[src/inc/sea_pkg.sv]
// constants, field positions and types shared by the auto-load design
// assumes a single 10 MHz clock and a word-organised serial config memory
package sea_pkg;
    localparam int CLK_HZ = 10_000_000;
    // least half period of the serial clock, rounded up to whole cycles
    localparam int SK_HALF_NS = 500;
    localparam int SK_HALF_CYC = (SK_HALF_NS * (CLK_HZ / 1_000_000) + 999) / 1000;
    localparam int SK_CNT_W = 4;
    localparam int EE_AW = 6;
    localparam int CMD_BITS = 9;
    localparam int DATA_BITS = 17;
    localparam logic EE_START = 1'b1;
    localparam logic [1:0] EE_RD_OP = 2'b10;
    // word indexes of the memory image (byte 2n is the low half of word n)
    localparam logic [5:0] W_SIG = 6'h00;
    localparam logic [5:0] W_STA0 = 6'h01;
    localparam logic [5:0] W_STA1 = 6'h02;
    localparam logic [5:0] W_STA2 = 6'h03;
    localparam logic [5:0] W_CFG = 6'h04;
    localparam logic [5:0] W_GP = 6'h05;
    localparam logic [5:0] W_USB_CONFIG_ATTRIBUTES = 6'h06;
    localparam logic [5:0] W_PHY1L = 6'h07;
    localparam logic [5:0] W_PHY1H = 6'h08;
    localparam logic [5:0] W_TWL = 6'h09;
    localparam logic [5:0] W_TWH = 6'h0A;
    localparam logic [5:0] W_PWR = 6'h0B;
    localparam logic [5:0] W_LANG = 6'h0C;
    localparam logic [5:0] W_VEND = 6'h0D;
    localparam logic [5:0] W_PROD = 6'h0E;
    localparam logic [5:0] W_DESC = 6'h0F;
    localparam int SER_BYTES = 10;
    localparam int MFG_BYTES = 40;
    localparam int PRD_BYTES = 46;
    localparam logic [5:0] W_LAST = 6'(W_DESC + (SER_BYTES + MFG_BYTES + PRD_BYTES) / 2 - 1);
    // bit positions in the media/mode byte and in the phy registers
    localparam int MB_DUP = 0;
    localparam int MB_PAUSE = 2;
    localparam int MB_ANE = 4;
    localparam int MB_SPD = 5;
    localparam int BM_DUP = 8;
    localparam int BM_ANE = 12;
    localparam int BM_SPD = 13;
    localparam int AN_PAUSE = 10;
    localparam logic [15:0] AUTONEG_ADVERT_REG_FIX = 16'h01E1;
    localparam int CMD_LOAD = 0;
    localparam int CMD_SIGOK = 1;
    // register indexes; byte address is four times the index
    localparam logic [9:0] R_IDR0 = 10'h120;
    localparam logic [9:0] R_CMD = 10'h12E;
    localparam logic [9:0] R_CFG0 = 10'h135;
    localparam logic [9:0] R_MSR = 10'h137;
    localparam logic [9:0] R_GP = 10'h13D;
    localparam logic [9:0] R_BASIC_MODE_CONTROL_REG = 10'h140;
    localparam logic [9:0] R_AUTONEG_ADVERT_REG = 10'h144;
    localparam logic [9:0] R_PHY1 = 10'h180;
    localparam logic [9:0] R_PHY2 = 10'h184;
    localparam logic [9:0] R_TW = 10'h186;
    localparam logic [9:0] R_UDP = 10'h190;
    localparam logic [9:0] R_USB_CONFIG_ATTRIBUTES = 10'h191;
    localparam logic [9:0] R_PWR = 10'h192;
    localparam logic [9:0] R_INTV = 10'h193;
    localparam logic [9:0] R_LANG = 10'h194;
    localparam logic [9:0] R_VEND = 10'h195;
    localparam logic [9:0] R_PROD = 10'h196;
    localparam logic [3:0] R_MEM_HI = 4'h8;
    typedef enum logic [1:0] {S_IDLE, S_CMD, S_DATA, S_GAP} sea_ser_type;
    typedef struct packed {
        logic [47:0] sta;
        logic [7:0] cfg0, media_status_reg, gp, usb_device_param, usb_config_attributes, phy2, pwr, intv;
        logic spd, autoneg_enable, dup, pause;
        logic [31:0] phy1, tw;
        logic [15:0] lang, vend, prod;
    } sea_tgt_type;
    localparam sea_tgt_type TGT_RST = '0;
endpackage : sea_pkg

[src/inc/sea_mem_if.sv]
// write and read port between the loader and its descriptor memory
// assumes both ends run on the same clock
`timescale 1ns/10ps
`default_nettype none
interface sea_mem_if;
    logic we;
    logic [5:0] waddr, raddr;
    logic [15:0] wdata, rdata;
    modport ctl (output we, waddr, wdata, raddr, input rdata);
    modport mem (input we, waddr, wdata, raddr, output rdata);
endinterface : sea_mem_if
`default_nettype wire

[src/rtl/sea_autoload.sv]
// serial configuration loader with classic wishbone register slave
// assumes i_rst_n is the external reset pin and the memory answers mode 16-bit
//
// Summary of operation
// RULE1 - load runs after reset release and on the software auto-load command
// RULE2 - memory is read as 16-bit words, 1K-bit in total
// RULE3 - word zero is checked against the signature before anything is copied
// RULE4 - bytes 02h-07h go in order into the six station address bytes
// RULE5 - byte 08h goes into configuration register zero
// RULE6 - media byte bits 7:6 go into media status bits 7:6
// RULE7 - media byte bits 5,4,0 go into control bits 13,12,8
// RULE8 - media byte bit 2 goes inverted into advertise pause bit 10
// RULE9 - byte 0Ah goes into the general purpose pin control register
// RULE10 - byte 0Dh goes into the phy parameter two register
// RULE11 - bytes 0Eh-11h go into the four phy parameter one bytes
// RULE12 - bytes 12h-15h go into the four line tuning bytes
// RULE13 - stored attribute bit 5 means remote wakeup, bit 6 self powered
// RULE14 - stored attribute bit 7 is one and bits 4:0 are zero
// RULE15 - maximum bus power comes from byte 16h
// RULE16 - endpoint 3 polling interval comes from byte 17h
// RULE17 - language id comes from bytes 18h-19h
// RULE18 - vendor and product ids come from bytes 1Ah-1Dh
// RULE19 - ten serial number bytes come from bytes 1Eh-27h
// RULE20 - manufacturer string comes from 28h-4Fh, at most 40 bytes
// RULE21 - product string comes from 50h-7Dh, at most 46 bytes
// RULE22 - with autoneg on, speed and duplex report negotiated values, not forced
// RULE23 - bad signature leaves defaults in all targets and ends the load; the descriptor word store keeps its earlier contents
// RULE24 - each word read: select, start, opcode, address, then sixteen bits
`timescale 1ns/10ps
`default_nettype none
module sea_autoload import sea_pkg::*; #(
    parameter int SK_HALF = SK_HALF_CYC,
    parameter logic [15:0] SIG = 16'hC35A // arbitrary signature value
) (
    input wire logic i_clk,
    input wire logic i_rst_n,
    input wire logic i_wb_cyc,
    input wire logic i_wb_stb,
    input wire logic i_wb_we,
    input wire logic [11:2] i_wb_adr,
    input wire logic [3:0] i_wb_sel,
    input wire logic [31:0] i_wb_dat,
    output logic o_wb_ack,
    output logic [31:0] o_wb_dat,
    output logic o_ee_cs,
    output logic o_ee_sk,
    output logic o_ee_di,
    input wire logic i_ee_do,
    input wire logic i_neg_speed_100,
    input wire logic i_neg_full_duplex,
    output logic o_load_busy,
    output logic [47:0] o_station_addr,
    output logic o_autoneg_enable,
    output logic o_force_speed_100,
    output logic o_force_full_duplex,
    output logic o_pause_adv,
    output logic [7:0] o_max_bus_power,
    output logic [7:0] o_ep3_interval,
    output logic [15:0] o_lang_id,
    output logic [15:0] o_vendor_id,
    output logic [15:0] o_product_id
);
    localparam logic [SK_CNT_W-1:0] DIV_LD = SK_CNT_W'(SK_HALF - 1);

    typedef struct packed {
        sea_ser_type ser;
        logic [SK_CNT_W-1:0] div;
        logic [4:0] bit_n;
        logic [5:0] word;
        logic [15:0] shift;
        logic cs, sk, di, sy1, sy2;
        logic busy, start, sig_ok;
        sea_tgt_type tgt;
        logic frc_spd, frc_dup;
        logic pend, ack;
        logic [31:0] dat;
        logic [9:0] radr;
    } sea_st_type;

    sea_st_type st, next_st;
    logic tick, dlv;
    logic [15:0] dword;
    logic [CMD_BITS-1:0] cmd_word;

    generate
        // the data bit needs two sync stages plus one edge before the sampling fall
        if (SK_HALF < 3 || SK_HALF > 2 ** SK_CNT_W) begin : g_bad_div
            $error("serial clock half period does not fit the divider");
        end
    endgenerate

    sea_mem_if u_if ();
    sea_desc_mem #(.DEPTH(2 ** EE_AW)) u_mem (
        .i_clk(i_clk),
        .i_rst_n(i_rst_n),
        .bus(u_if)
    );

    function automatic logic [7:0] byte_of(input logic [47:0] v, input int i);
        byte_of = v[8*i +: 8];
    endfunction : byte_of

    function automatic logic in_rng(input logic [9:0] a, input logic [9:0] b,
                                    input int n);
        in_rng = (a >= b) && (int'(a) < int'(b) + n);
    endfunction : in_rng

    // copy one fetched word into its targets
    function automatic sea_tgt_type put_word(input sea_tgt_type t,
                                             input logic [5:0] w,
                                             input logic [15:0] d);
        put_word = t;
        case (w)
            // RULE4 station address order
            W_STA0: put_word.sta[15:0] = d;
            W_STA1: put_word.sta[31:16] = d;
            W_STA2: put_word.sta[47:32] = d;
            W_CFG: begin
                // RULE5 config zero
                put_word.cfg0 = d[7:0];
                // RULE6 media status bits
                put_word.media_status_reg[7:6] = d[15:14];
                // RULE7 speed, autoneg, duplex
                put_word.spd = d[8+MB_SPD];
                put_word.autoneg_enable = d[8+MB_ANE];
                put_word.dup = d[8+MB_DUP];
                // RULE8 stored zero advertises pause
                put_word.pause = !d[8+MB_PAUSE];
            end
            W_GP: begin
                // RULE9 gp pin control
                put_word.gp = d[7:0];
                put_word.usb_device_param = d[15:8];
            end
            W_USB_CONFIG_ATTRIBUTES: begin
                put_word.usb_config_attributes = d[7:0];
                // RULE10 phy parameter two
                put_word.phy2 = d[15:8];
            end
            // RULE11 phy parameter one
            W_PHY1L: put_word.phy1[15:0] = d;
            W_PHY1H: put_word.phy1[31:16] = d;
            // RULE12 line tuning bytes
            W_TWL: put_word.tw[15:0] = d;
            W_TWH: put_word.tw[31:16] = d;
            W_PWR: begin
                // RULE15 max bus power
                put_word.pwr = d[7:0];
                // RULE16 polling interval
                put_word.intv = d[15:8];
            end
            // RULE17 language id
            W_LANG: put_word.lang = d;
            // RULE18 vendor and product
            W_VEND: put_word.vend = d;
            W_PROD: put_word.prod = d;
            default: ;
        endcase
    endfunction : put_word

    function automatic logic [31:0] rd_reg(input sea_tgt_type t,
                                           input logic [9:0] a,
                                           input logic nspd, input logic ndup,
                                           input logic busy, input logic sok);
        rd_reg = '0;
        if (in_rng(a, R_IDR0, 6)) begin
            rd_reg[7:0] = byte_of(t.sta, int'(a - R_IDR0));
        end
        if (in_rng(a, R_PHY1, 4)) begin
            rd_reg[7:0] = byte_of({16'h0000, t.phy1}, int'(a - R_PHY1));
        end
        if (in_rng(a, R_TW, 4)) begin
            rd_reg[7:0] = byte_of({16'h0000, t.tw}, int'(a - R_TW));
        end
        case (a)
            R_CMD: begin
                rd_reg[CMD_LOAD] = busy;
                rd_reg[CMD_SIGOK] = sok;
            end
            R_CFG0: rd_reg[7:0] = t.cfg0;
            R_MSR: rd_reg[7:0] = t.media_status_reg;
            R_GP: rd_reg[7:0] = t.gp;
            R_BASIC_MODE_CONTROL_REG: begin
                // RULE22 negotiated result shows
                rd_reg[BM_SPD] = t.autoneg_enable ? nspd : t.spd;
                rd_reg[BM_ANE] = t.autoneg_enable;
                rd_reg[BM_DUP] = t.autoneg_enable ? ndup : t.dup;
            end
            R_AUTONEG_ADVERT_REG: begin
                rd_reg[15:0] = AUTONEG_ADVERT_REG_FIX;
                rd_reg[AN_PAUSE] = t.pause;
            end
            R_PHY2: rd_reg[7:0] = t.phy2;
            R_UDP: rd_reg[7:0] = t.usb_device_param;
            R_USB_CONFIG_ATTRIBUTES: rd_reg[7:0] = t.usb_config_attributes;
            R_PWR: rd_reg[7:0] = t.pwr;
            R_INTV: rd_reg[7:0] = t.intv;
            R_LANG: rd_reg[15:0] = t.lang;
            R_VEND: rd_reg[15:0] = t.vend;
            R_PROD: rd_reg[15:0] = t.prod;
            default: ;
        endcase
    endfunction : rd_reg

    always_comb begin
        next_st = st;
        next_st.sy1 = i_ee_do;
        next_st.sy2 = st.sy1;
        tick = (st.div == '0);
        next_st.div = tick ? DIV_LD : st.div - 1'b1;
        dword = {st.shift[14:0], st.sy2};
        cmd_word = {EE_START, EE_RD_OP, st.word};
        dlv = 1'b0;
        u_if.we = 1'b0;
        u_if.waddr = st.word;
        u_if.wdata = dword;
        case (st.ser)
            S_IDLE: begin
                // RULE1 load on reset or command
                if (st.start && tick) begin
                    next_st.start = 1'b0;
                    next_st.busy = 1'b1;
                    next_st.word = W_SIG;
                    next_st.bit_n = '0;
                    next_st.cs = 1'b1;
                    next_st.di = EE_START;
                    next_st.ser = S_CMD;
                end
            end
            S_CMD: begin
                // RULE24 start, opcode, address out
                if (tick) begin
                    next_st.sk = !st.sk;
                    if (st.sk) begin
                        if (int'(st.bit_n) == CMD_BITS - 1) begin
                            next_st.di = 1'b0;
                            next_st.bit_n = '0;
                            next_st.ser = S_DATA;
                        end else begin
                            next_st.bit_n = st.bit_n + 1'b1;
                            next_st.di = cmd_word[CMD_BITS - 2 - int'(st.bit_n)];
                        end
                    end
                end
            end
            S_DATA: begin
                // RULE2 sixteen bits per word
                if (tick) begin
                    next_st.sk = !st.sk;
                    if (st.sk) begin
                        next_st.shift = dword;
                        next_st.bit_n = st.bit_n + 1'b1;
                        if (int'(st.bit_n) == DATA_BITS - 1) begin
                            dlv = 1'b1;
                            next_st.cs = 1'b0;
                            next_st.ser = S_GAP;
                        end
                    end
                end
            end
            S_GAP: begin
                if (tick) begin
                    // RULE23 a bad signature ends the load
                    if (st.word == W_LAST || !st.sig_ok) begin
                        next_st.busy = 1'b0;
                        next_st.ser = S_IDLE;
                    end else begin
                        next_st.word = st.word + 1'b1;
                        next_st.bit_n = '0;
                        next_st.cs = 1'b1;
                        next_st.di = EE_START;
                        next_st.ser = S_CMD;
                    end
                end
            end
            default: next_st.ser = S_IDLE;
        endcase
        if (dlv) begin
            if (st.word == W_SIG) begin
                // RULE3 signature gate
                next_st.sig_ok = (dword == SIG);
                // RULE23 defaults on mismatch
                if (dword != SIG) begin
                    next_st.tgt = TGT_RST;
                end
            end else if (st.sig_ok) begin
                next_st.tgt = put_word(st.tgt, st.word, dword);
                // RULE19 serial and strings into store
                // RULE20 manufacturer string capped
                // RULE21 product string capped
                u_if.we = (st.word >= W_DESC) && (st.word <= W_LAST);
            end
        end
        next_st.ack = 1'b0;
        if (st.pend) begin
            next_st.pend = 1'b0;
            next_st.ack = 1'b1;
            if (st.radr[9:6] == R_MEM_HI) begin
                next_st.dat = {16'h0000, u_if.rdata};
            end else begin
                next_st.dat = rd_reg(st.tgt, st.radr, i_neg_speed_100,
                                     i_neg_full_duplex, st.busy || st.start, st.sig_ok);
            end
            if (i_wb_we && i_wb_sel[0]) begin
                if (in_rng(st.radr, R_IDR0, 6)) begin
                    next_st.tgt.sta[8*int'(st.radr - R_IDR0) +: 8] = i_wb_dat[7:0];
                end
                case (st.radr)
                    R_CMD: begin
                        // RULE1 software auto-load
                        if (i_wb_dat[CMD_LOAD] && !st.busy) begin
                            next_st.start = 1'b1;
                        end
                    end
                    R_CFG0: next_st.tgt.cfg0 = i_wb_dat[7:0];
                    R_MSR: next_st.tgt.media_status_reg = i_wb_dat[7:0];
                    R_GP: next_st.tgt.gp = i_wb_dat[7:0];
                    default: ;
                endcase
            end
            if (i_wb_we && i_wb_sel[1] && st.radr == R_BASIC_MODE_CONTROL_REG) begin
                next_st.tgt.spd = i_wb_dat[BM_SPD];
                next_st.tgt.autoneg_enable = i_wb_dat[BM_ANE];
                next_st.tgt.dup = i_wb_dat[BM_DUP];
            end
        end else if (i_wb_cyc && i_wb_stb && !st.ack) begin
            next_st.pend = 1'b1;
            next_st.radr = i_wb_adr;
        end
        // RULE22 no forcing under autoneg
        next_st.frc_spd = !next_st.tgt.autoneg_enable && next_st.tgt.spd;
        next_st.frc_dup = !next_st.tgt.autoneg_enable && next_st.tgt.dup;
    end

    assign u_if.raddr = i_wb_adr[7:2];

    // start is set by reset so the first load follows reset release
    always_ff @(posedge i_clk or negedge i_rst_n) begin
        if (!i_rst_n) begin
            st <= '{ser: S_IDLE, start: 1'b1, tgt: TGT_RST, default: '0};
        end else begin
            st <= next_st;
        end
    end

    assign o_wb_ack = st.ack;
    assign o_wb_dat = st.dat;
    assign o_ee_cs = st.cs;
    assign o_ee_sk = st.sk;
    assign o_ee_di = st.di;
    assign o_load_busy = st.busy;
    assign o_station_addr = st.tgt.sta;
    assign o_autoneg_enable = st.tgt.autoneg_enable;
    assign o_force_speed_100 = st.frc_spd;
    assign o_force_full_duplex = st.frc_dup;
    assign o_pause_adv = st.tgt.pause;
    assign o_max_bus_power = st.tgt.pwr;
    assign o_ep3_interval = st.tgt.intv;
    assign o_lang_id = st.tgt.lang;
    assign o_vendor_id = st.tgt.vend;
    assign o_product_id = st.tgt.prod;
endmodule : sea_autoload
`default_nettype wire

[src/rtl/sea_desc_mem.sv]
// descriptor word store: one write port, one registered read port
// assumes the loader is the only writer
`timescale 1ns/10ps
`default_nettype none
module sea_desc_mem import sea_pkg::*; #(
    parameter int DEPTH = 64
) (
    input wire logic i_clk,
    input wire logic i_rst_n,
    sea_mem_if.mem bus
);
    typedef struct packed {
        logic [DEPTH-1:0][15:0] ram;
        logic [15:0] rd;
    } sea_mst_type;
    sea_mst_type st, next_st;
    generate
        if (DEPTH != 2 ** EE_AW) begin : g_bad_depth
            $error("descriptor depth must match the word address range");
        end
    endgenerate
    always_comb begin
        next_st = st;
        next_st.rd = st.ram[bus.raddr];
        if (bus.we) begin
            next_st.ram[bus.waddr] = bus.wdata;
        end
    end
    always_ff @(posedge i_clk or negedge i_rst_n) begin
        if (!i_rst_n) begin
            st <= '0;
        end else begin
            st <= next_st;
        end
    end
    assign bus.rdata = st.rd;
endmodule : sea_desc_mem
`default_nettype wire

[config.mk]
export PLATFORM = sky130hd
export DESIGN_NAME = sea_autoload
export DESIGN_NICKNAME = d
export VERILOG_FILES = /design/src/inc/sea_pkg.sv /design/src/inc/sea_mem_if.sv /design/src/rtl/sea_autoload.sv /design/src/rtl/sea_desc_mem.sv
export SDC_FILE = /design/constraint.sdc
export NUM_CORES = 2
export LEC_CHECK = 0
export BUFFER_PORTS_ARGS = -buffer_cell sky130_fd_sc_hd__buf_4
export CELL_PAD_IN_SITES_DETAIL_PLACEMENT = 0
export CELL_PAD_IN_SITES_GLOBAL_PLACEMENT = 2
export CORE_MARGIN = 1
export CORE_UTILIZATION = 48
export DETAILED_ROUTE_END_ITERATION = 8
export GPL_TIMING_DRIVEN = 0
export PLACE_DENSITY = 0.88
export SLEW_MARGIN = 15
export SYNTH_ARGS = -nofsm -noshare
export SYNTH_HDL_FRONTEND = slang
export SYNTH_HIERARCHICAL = 1
export SYNTH_SLANG_ARGS = --single-unit
[constraint.sdc]
create_clock -name i_clk -period 8.05 [get_ports i_clk]
set_input_delay 0.805 -clock i_clk [delete_from_list [all_inputs] [get_ports i_clk]]
set_output_delay 0.805 -clock i_clk [all_outputs]
set_load 0.03 [all_outputs]
Word level (Yosys, flattened, before mapping)
Cells that the tools add are included.

storage, ports and cells
  flip-flop bits (word level) = 1354
  output and inout bits = 153

operators by class
  add/sub/neg operators = 8
  magnitude comparators = 12
  eq/ne operators = 48
  shifts and indexed selects = 5
  multiplexer cells = 100
  bitwise logic cells = 1
  reductions and logical operators = 62

operator list
  operator                 number
  $bwmux 1024              1
  $mux 228                 4
  $mux 16                  16
  $mux 72                  2
  $shiftx 48x14->8         3
  $eq 10x9->1 const B      14
  $bmux 16 s6              1
  $demux 16 s6             1
  $pmux 6 s12              1
  $reduce_and 4->1         13
  $bwmux 48                1
  $mux 48                  1
  $mux 8                   6
  $shift 8x33->48 const A  1
  $shiftx 8x33->48         1
  $eq 6x4->1 const B       7
  $mux 11                  3
  $mux 33                  1
  $neg 14->33              1
  $sub 10x9->11 const B    3
  $ge 10x9->1 const B      3
  $lt 10x9->1 const B      3
  $mux 1                   28
  $reduce_bool 2->1        14
  other kinds (49)         107

Longest topological paths before layout
  word-level depth = 10
  mapped depth = 17

Cells and area by module
The synthesis kept the hierarchy.

modules (own cells, without submodules)
  module        times used  cells an instance  area each (sq um)  seq. area each (sq um)
  sea_desc_mem  1           3061               47677.0            26025.0
  sea_autoload  1           1785               16714.8            7458.4

Least setup slack after synthesis
No wires, ideal clock.

  path type = register -> register
  start = register, netlist name st[0]
  end = register st (netlist bit o_station_addr[16])
  library setup time = 128 ps
  data arrival time = 4160 ps
  data required time = 7922 ps
  slack = 3762 ps
  stages on the path, launching flop included = 18
  path buffers = 6
  path through = dfrtp_1 -> buf_2 -> buf_2 -> buf_2 -> inv_1 -> ha_1 -> nor3b_1 -> clkbuf_1 -> nand4_1 -> ha_1 -> nor4b_1 -> and3_1 -> nand3_1 -> or4_4 -> buf_6 -> nor3b_2 -> buf_4 -> mux2_1

RTL lines
  element                 RTL line             text
  end signal: assignment  sea_autoload.sv:342  st <= next_st;
  end: declaration        sea_autoload.sv:80   sea_st_type st, next_st;

==> report_table.html <==
<table>
<tr><th>Metric</th><th>Value</th></tr>
<tr><th colspan="2">Floorplanning</th></tr>
<tr><td>Placeable core region</td><td>approximately 130,000 µm²</td></tr>
<tr><td>Die area</td><td>between 100,000 and 150,000 µm²</td></tr>
<tr><td>Top Ports</td><td>between 200 and 250</td></tr>
<tr><td>Number of rows created at floorplan</td><td>134</td></tr>
<tr><td>Effective utilization at floorplan</td><td>48.3%</td></tr>
<tr><td>Height of the die</td><td>368 µm</td></tr>
<tr><td>Horizontal die dimension</td><td>368 µm</td></tr>
<tr><th colspan="2">Routing</th></tr>
<tr><td>Antenna violation net count after detailed routing</td><td>0</td></tr>
<tr><td>Total Routed Length</td><td>219,000 µm</td></tr>
<tr><td>First-pass iteration count of the detailed router</td><td>6</td></tr>
<tr><td>Average detailed-routed wire length per instance</td><td>30.9 µm</td></tr>
<tr><td>Violation count after the first detailed-routing iteration</td><td>4,060</td></tr>
<tr><td>Vias per cell</td><td>roughly 6.2</td></tr>
<tr><td># DRC</td><td>0</td></tr>
<tr><td>Vias post-DR</td><td>43,708</td></tr>
<tr><th colspan="2">Job</th></tr>
<tr><td>Number of maximum-capacitance constraint violations</td><td>0</td></tr>
<tr><th colspan="2">Timing</th></tr>
<tr><td>Setup repair after global routing missed its margin</td><td>false</td></tr>
<tr><td>Transition time at the pin with the least slew margin</td><td>1260 ps</td></tr>
<tr><td>Setup TNS</td><td>0 ps</td></tr>
<tr><td>Final worst hold slack</td><td>around 140 ps</td></tr>
<tr><td>Post-route clock period utilization</td><td>70.4%</td></tr>
<tr><td>Relative slew slack</td><td>16.3%</td></tr>
<tr><td>Tmin final</td><td>~5700 ps</td></tr>
<tr><td>Number of pins with negative max-slew slack in the final report</td><td>0</td></tr>
<tr><td>Final worst clock skew</td><td>32.0 ps</td></tr>
<tr><td>Max Freq</td><td>about 0.18 GHz</td></tr>
<tr><td>Number of setup violations in the final report</td><td>0</td></tr>
<tr><td>Final hold viol count</td><td>0</td></tr>
<tr><th colspan="2">Synth</th></tr>
<tr><td>Area of the mapped netlist</td><td>roughly 64,000 µm²</td></tr>
<tr><td>Synth Flop Type</td><td>dfrtp_1</td></tr>
<tr><td>Netlist cell types</td><td>between 100 and 150</td></tr>
<tr><td>Syn avg cell area</td><td>between 10 and 15 µm²</td></tr>
<tr><td>Count of state elements after synthesis</td><td>1,338</td></tr>
<tr><td>Sequential area share after synthesis</td><td>52.0%</td></tr>
<tr><td>Post-synth EDFFs</td><td>0</td></tr>
<tr><td>Yosys synthesis warning count</td><td>6</td></tr>
<tr><td>Asr flop ratio synth</td><td>100%</td></tr>
<tr><td>Cells after synthesis</td><td>between 4,000 and 5,000</td></tr>
<tr><th colspan="2">Place</th></tr>
<tr><td>Count of buffers inserted at the top-level ports</td><td>166</td></tr>
<tr><td>Placement Cell Area</td><td>approximately 68,000 µm²</td></tr>
<tr><td>Routability Congestion</td><td>roughly 0.94</td></tr>
<tr><td>HPWL after detailed placement</td><td>around 160,000 µm</td></tr>
<tr><th colspan="2">Setup path</th></tr>
<tr><td>Element type at the critical path end</td><td>flop</td></tr>
<tr><td>R2R setup slack</td><td>2380 ps</td></tr>
<tr><td>Maximum cell stage delay along the critical path</td><td>around 840 ps</td></tr>
<tr><td>Worst endpoint data arrival time</td><td>6340 ps</td></tr>
<tr><td>Slowest-stage cell, CP</td><td>buf_1</td></tr>
<tr><td>Crit path required time</td><td>8720 ps</td></tr>
<tr><td>Highest net fanout along the worst path</td><td>10</td></tr>
<tr><td>Number of cells on the worst reg-to-reg path</td><td>15</td></tr>
<tr><td>Series of cell instances along the critical path</td><td>clkbuf_1 -&gt; buf_1 -&gt; inv_1 -&gt; ha_1 -&gt; nor3b_1 -&gt; clkbuf_1 -&gt; nand4_1 -&gt; ha_1 -&gt; nor4b_1 -&gt; and3_1 -&gt; nand3_1 -&gt; or4_4 -&gt; buf_6 -&gt; nor3_4 -&gt; mux2i_1</td></tr>
<tr><td>R2r startpoint</td><td>st[1]</td></tr>
<tr><td>Nature of the critical path startpoint</td><td>flop</td></tr>
<tr><td>Critical path type</td><td>flop to flop</td></tr>
<tr><td>RR Endpoint</td><td>o_station_addr[35]</td></tr>
<tr><th colspan="2">Clocking</th></tr>
<tr><td>TritonCTS clock tree</td><td>built</td></tr>
<tr><td>Maximum count of clock buffers along a single path</td><td>3</td></tr>
<tr><td>CTS Root Buffer Type</td><td>clkbuf_16</td></tr>
<tr><td>Register clock-pin slew on the reported worst setup and hold paths</td><td>60 ps</td></tr>
<tr><td>CTS buffer count</td><td>145</td></tr>
<tr><td>Number of sinks driven by the clock tree</td><td>1,338</td></tr>
<tr><td>H-tree levels</td><td>4</td></tr>
<tr><td>Clock latency at the later pin of the worst-skew pair</td><td>790 ps</td></tr>
<tr><td>Number of cells upsized or downsized after cts</td><td>0</td></tr>
<tr><th colspan="2">Cells and area</th></tr>
<tr><td>Fraction of layout instances using a drive strength above 1</td><td>41.5%</td></tr>
<tr><td>Number of nets in the layout</td><td>5,266</td></tr>
<tr><td>Final instance area</td><td>approximately 73,000 µm²</td></tr>
<tr><td>Area grow syn2layout</td><td>13.6%</td></tr>
<tr><th colspan="2">Global route</th></tr>
<tr><td>Maximum number of pins on one net before global-route repair</td><td>roughly 160</td></tr>
<tr><td>Global-route wire length before repair</td><td>317,000 µm</td></tr>
<tr><td>Total congestion overflow</td><td>0</td></tr>
<tr><td>Via count of the first global-routing pass</td><td>44,343</td></tr>
<tr><td>Total global-route track usage</td><td>32.4%</td></tr>
<tr><td>Initial antenna violation count</td><td>7</td></tr>
<tr><th colspan="2">Power</th></tr>
<tr><td>Pwr dens</td><td>202 nW/µm²</td></tr>
<tr><td>Static power due to leakage</td><td>34.2 nW</td></tr>
<tr><td>Total Power Consumption</td><td>14.8 mW</td></tr>
<tr><td>Worst vdd ir</td><td>around 0.20 mV</td></tr>
<tr><th colspan="2">Outcome</th></tr>
<tr><td>Result of the run</td><td>completed</td></tr>
<tr><th colspan="2">Worst hold path</th></tr>
<tr><td>Startpoint of the lowest-slack hold path</td><td>i_ee_do</td></tr>
<tr><td>Endpoint, Worst Hold</td><td>next_st[277]</td></tr>
<tr><td>Worst hold stages</td><td>1</td></tr>
<tr><td>Hold Crit Class</td><td>input pin to flop</td></tr>
</table>
-- worst max path at each step --
stage / start / end / cells after the start
finish: st[1] / o_station_addr[35] / 15
global route: st[1] / o_station_addr[27] / 15
CTS: st[1] / o_station_addr[27] / 15
detailed placement: st[1] / o_station_addr[24] / 15
global placement: i_rst_n / u_mem/st[892] / 1
floorplan: st[0] / o_station_addr[16] / 17
-- registers in the layout, summed over array words and instances (netlist names), 16 cells and up --
| name | flops |
|---|---|
| u_mem/st | 1024 |
| st | 138 |
| o_station_addr | 48 |
| dword | 16 |
| o_lang_id | 16 |
| o_product_id | 16 |
| o_vendor_id | 16 |
| o_wb_dat | 16 |
| u_mem/bus.rdata | 16 |
-- worst max-delay path, delay by kind of cell (launching register included) --
family,cells,cell delay (ps)
buffers and inverters,5,2110
adders and majority gates,2,580
DFF,1,430
and+or+nand+nor,7,2120
muxes,1,290
-- metal layers --
| metal | routed length, µm | part of all wire (%) | track usage [%] | vias up |
|---|---|---|---|---|
| met3 | 15700 | 7.2 | 6.25 | 503 |
| met4 | 14100 | 6.5 | 18.0 | 4 |
| met1 | 86500 | 40 | 42.2 | 23036 |
| met5 | 31 | 0.014 | 0 | - |
| met2 | 102000 | 47 | 51.1 | 1944 |
| li1 | - | - | - | 18221 |
-- what timing repair did --
action                                 in CTS  in global routing
buffers inserted                            0                  0
endpoints found under the hold margin      92                  0
hold buffers                                1                  0
-- cell type report --
class                      instances  area (µm²)
fill                           11248       60100
sequential                      1338       33500
multi-input combinational       2936       27700
clock buffer                     214        4260
buffer                           571        3230
tap                             1768        2210
timing repair buffer             178        1540
clock inverter                    50         662
inverter                          16        60.1
antenna                            2        5.00
-- stage by stage --
step	std cells	util, %	setup WS (ps)
after floorplan	4861	-	3760
after detailed placement	6806	51.2	2590
after CTS	7071	54.9	2510
final	7073	54.9	2380
after global placement	6795	50.9	-10400
after global routing	7071	54.9	2220
-- cells by family (layout without fill, tap and decap cells) --
| logic type | Yosys count | after routing | synth area share [%] |
|---|---|---|---|
| AOI/OAI and AO/OA | 572 | 572 | 5.85 |
| xor gates and xnor gates | 11 | 11 | 0.150 |
| adders and majority gates | 26 | 26 | 0.505 |
| buffers and inverters | 587 | 1029 | 5.10 |
| DFF | 1338 | 1338 | 52.0 |
| muxes | 1442 | 1442 | 29.4 |
| other | 1 | 18 | 0.00582 |
| and+or+nand+nor | 869 | 869 | 7.01 |
-- placed cells by master, fill, tap and decap left out, drive strengths merged, types with 15 or more instances in the layout --
cell type / n
dfrtp: 1337
mux2: 1106
buf: 563
nand2: 427
clkbuf: 399
mux4: 248
o21ai: 224
a22oi: 127
nor2: 126
mux2i: 88
nand3: 82
a21oi: 43
nand4: 38
nor3: 34
nand2b: 32
and2: 28
clkinv: 28
a32oi: 27
o22ai: 27
ha: 26
inv: 24
a22o: 20
o31ai: 18
nor2b: 17
a221oi: 17
conb: 16
and3: 15
-- cells in the mapped netlist, types with 7 or more instances --
master    number  area share (%)
nand4_1       36            0.35
nand2_4        7            0.12
a22oi_1      127             1.5
dfrtp_1     1337              52
a22o_1        20            0.27
mux2_1        22            0.38
buf_2        109            0.85
mux4_2       248             8.7
o21ai_0      213             1.7
o21a_1         7           0.082
a21oi_1       42            0.33
nor4b_1       10            0.14
nand2_2       20            0.19
buf_4        216             2.5
o21ai_1        7           0.054
and4_1         7           0.095
nor2_1        91            0.53
nand2_1      400             2.3
nor3b_1        8           0.093
mux2_2      1084              19
clkbuf_1     182             1.1
o22ai_1       27            0.26
inv_1         15           0.087
nor2b_1       17            0.17
nor3_1        26            0.20
and2_1        28            0.27
buf_6         17            0.30
ha_1          26            0.51
buf_1         44            0.26
and3_1        15            0.15
nand2b_1      31            0.30
o31ai_1       18            0.21
nor2_4        13            0.23
a32oi_1       27            0.37
nor2_2        22            0.21
mux2i_1       88             1.4
a221oi_1      17            0.23
nand3_1       78            0.61
-- power breakdown --
group / switching [mW] / internal (mW) / leakage, nW
clock network: 2.89 / 3.99 / 2.42
registers: 0.0377 / 6.76 / 18.3
logic: 0.797 / 0.313 / 13.6
(Power assumes the default switching activity.)
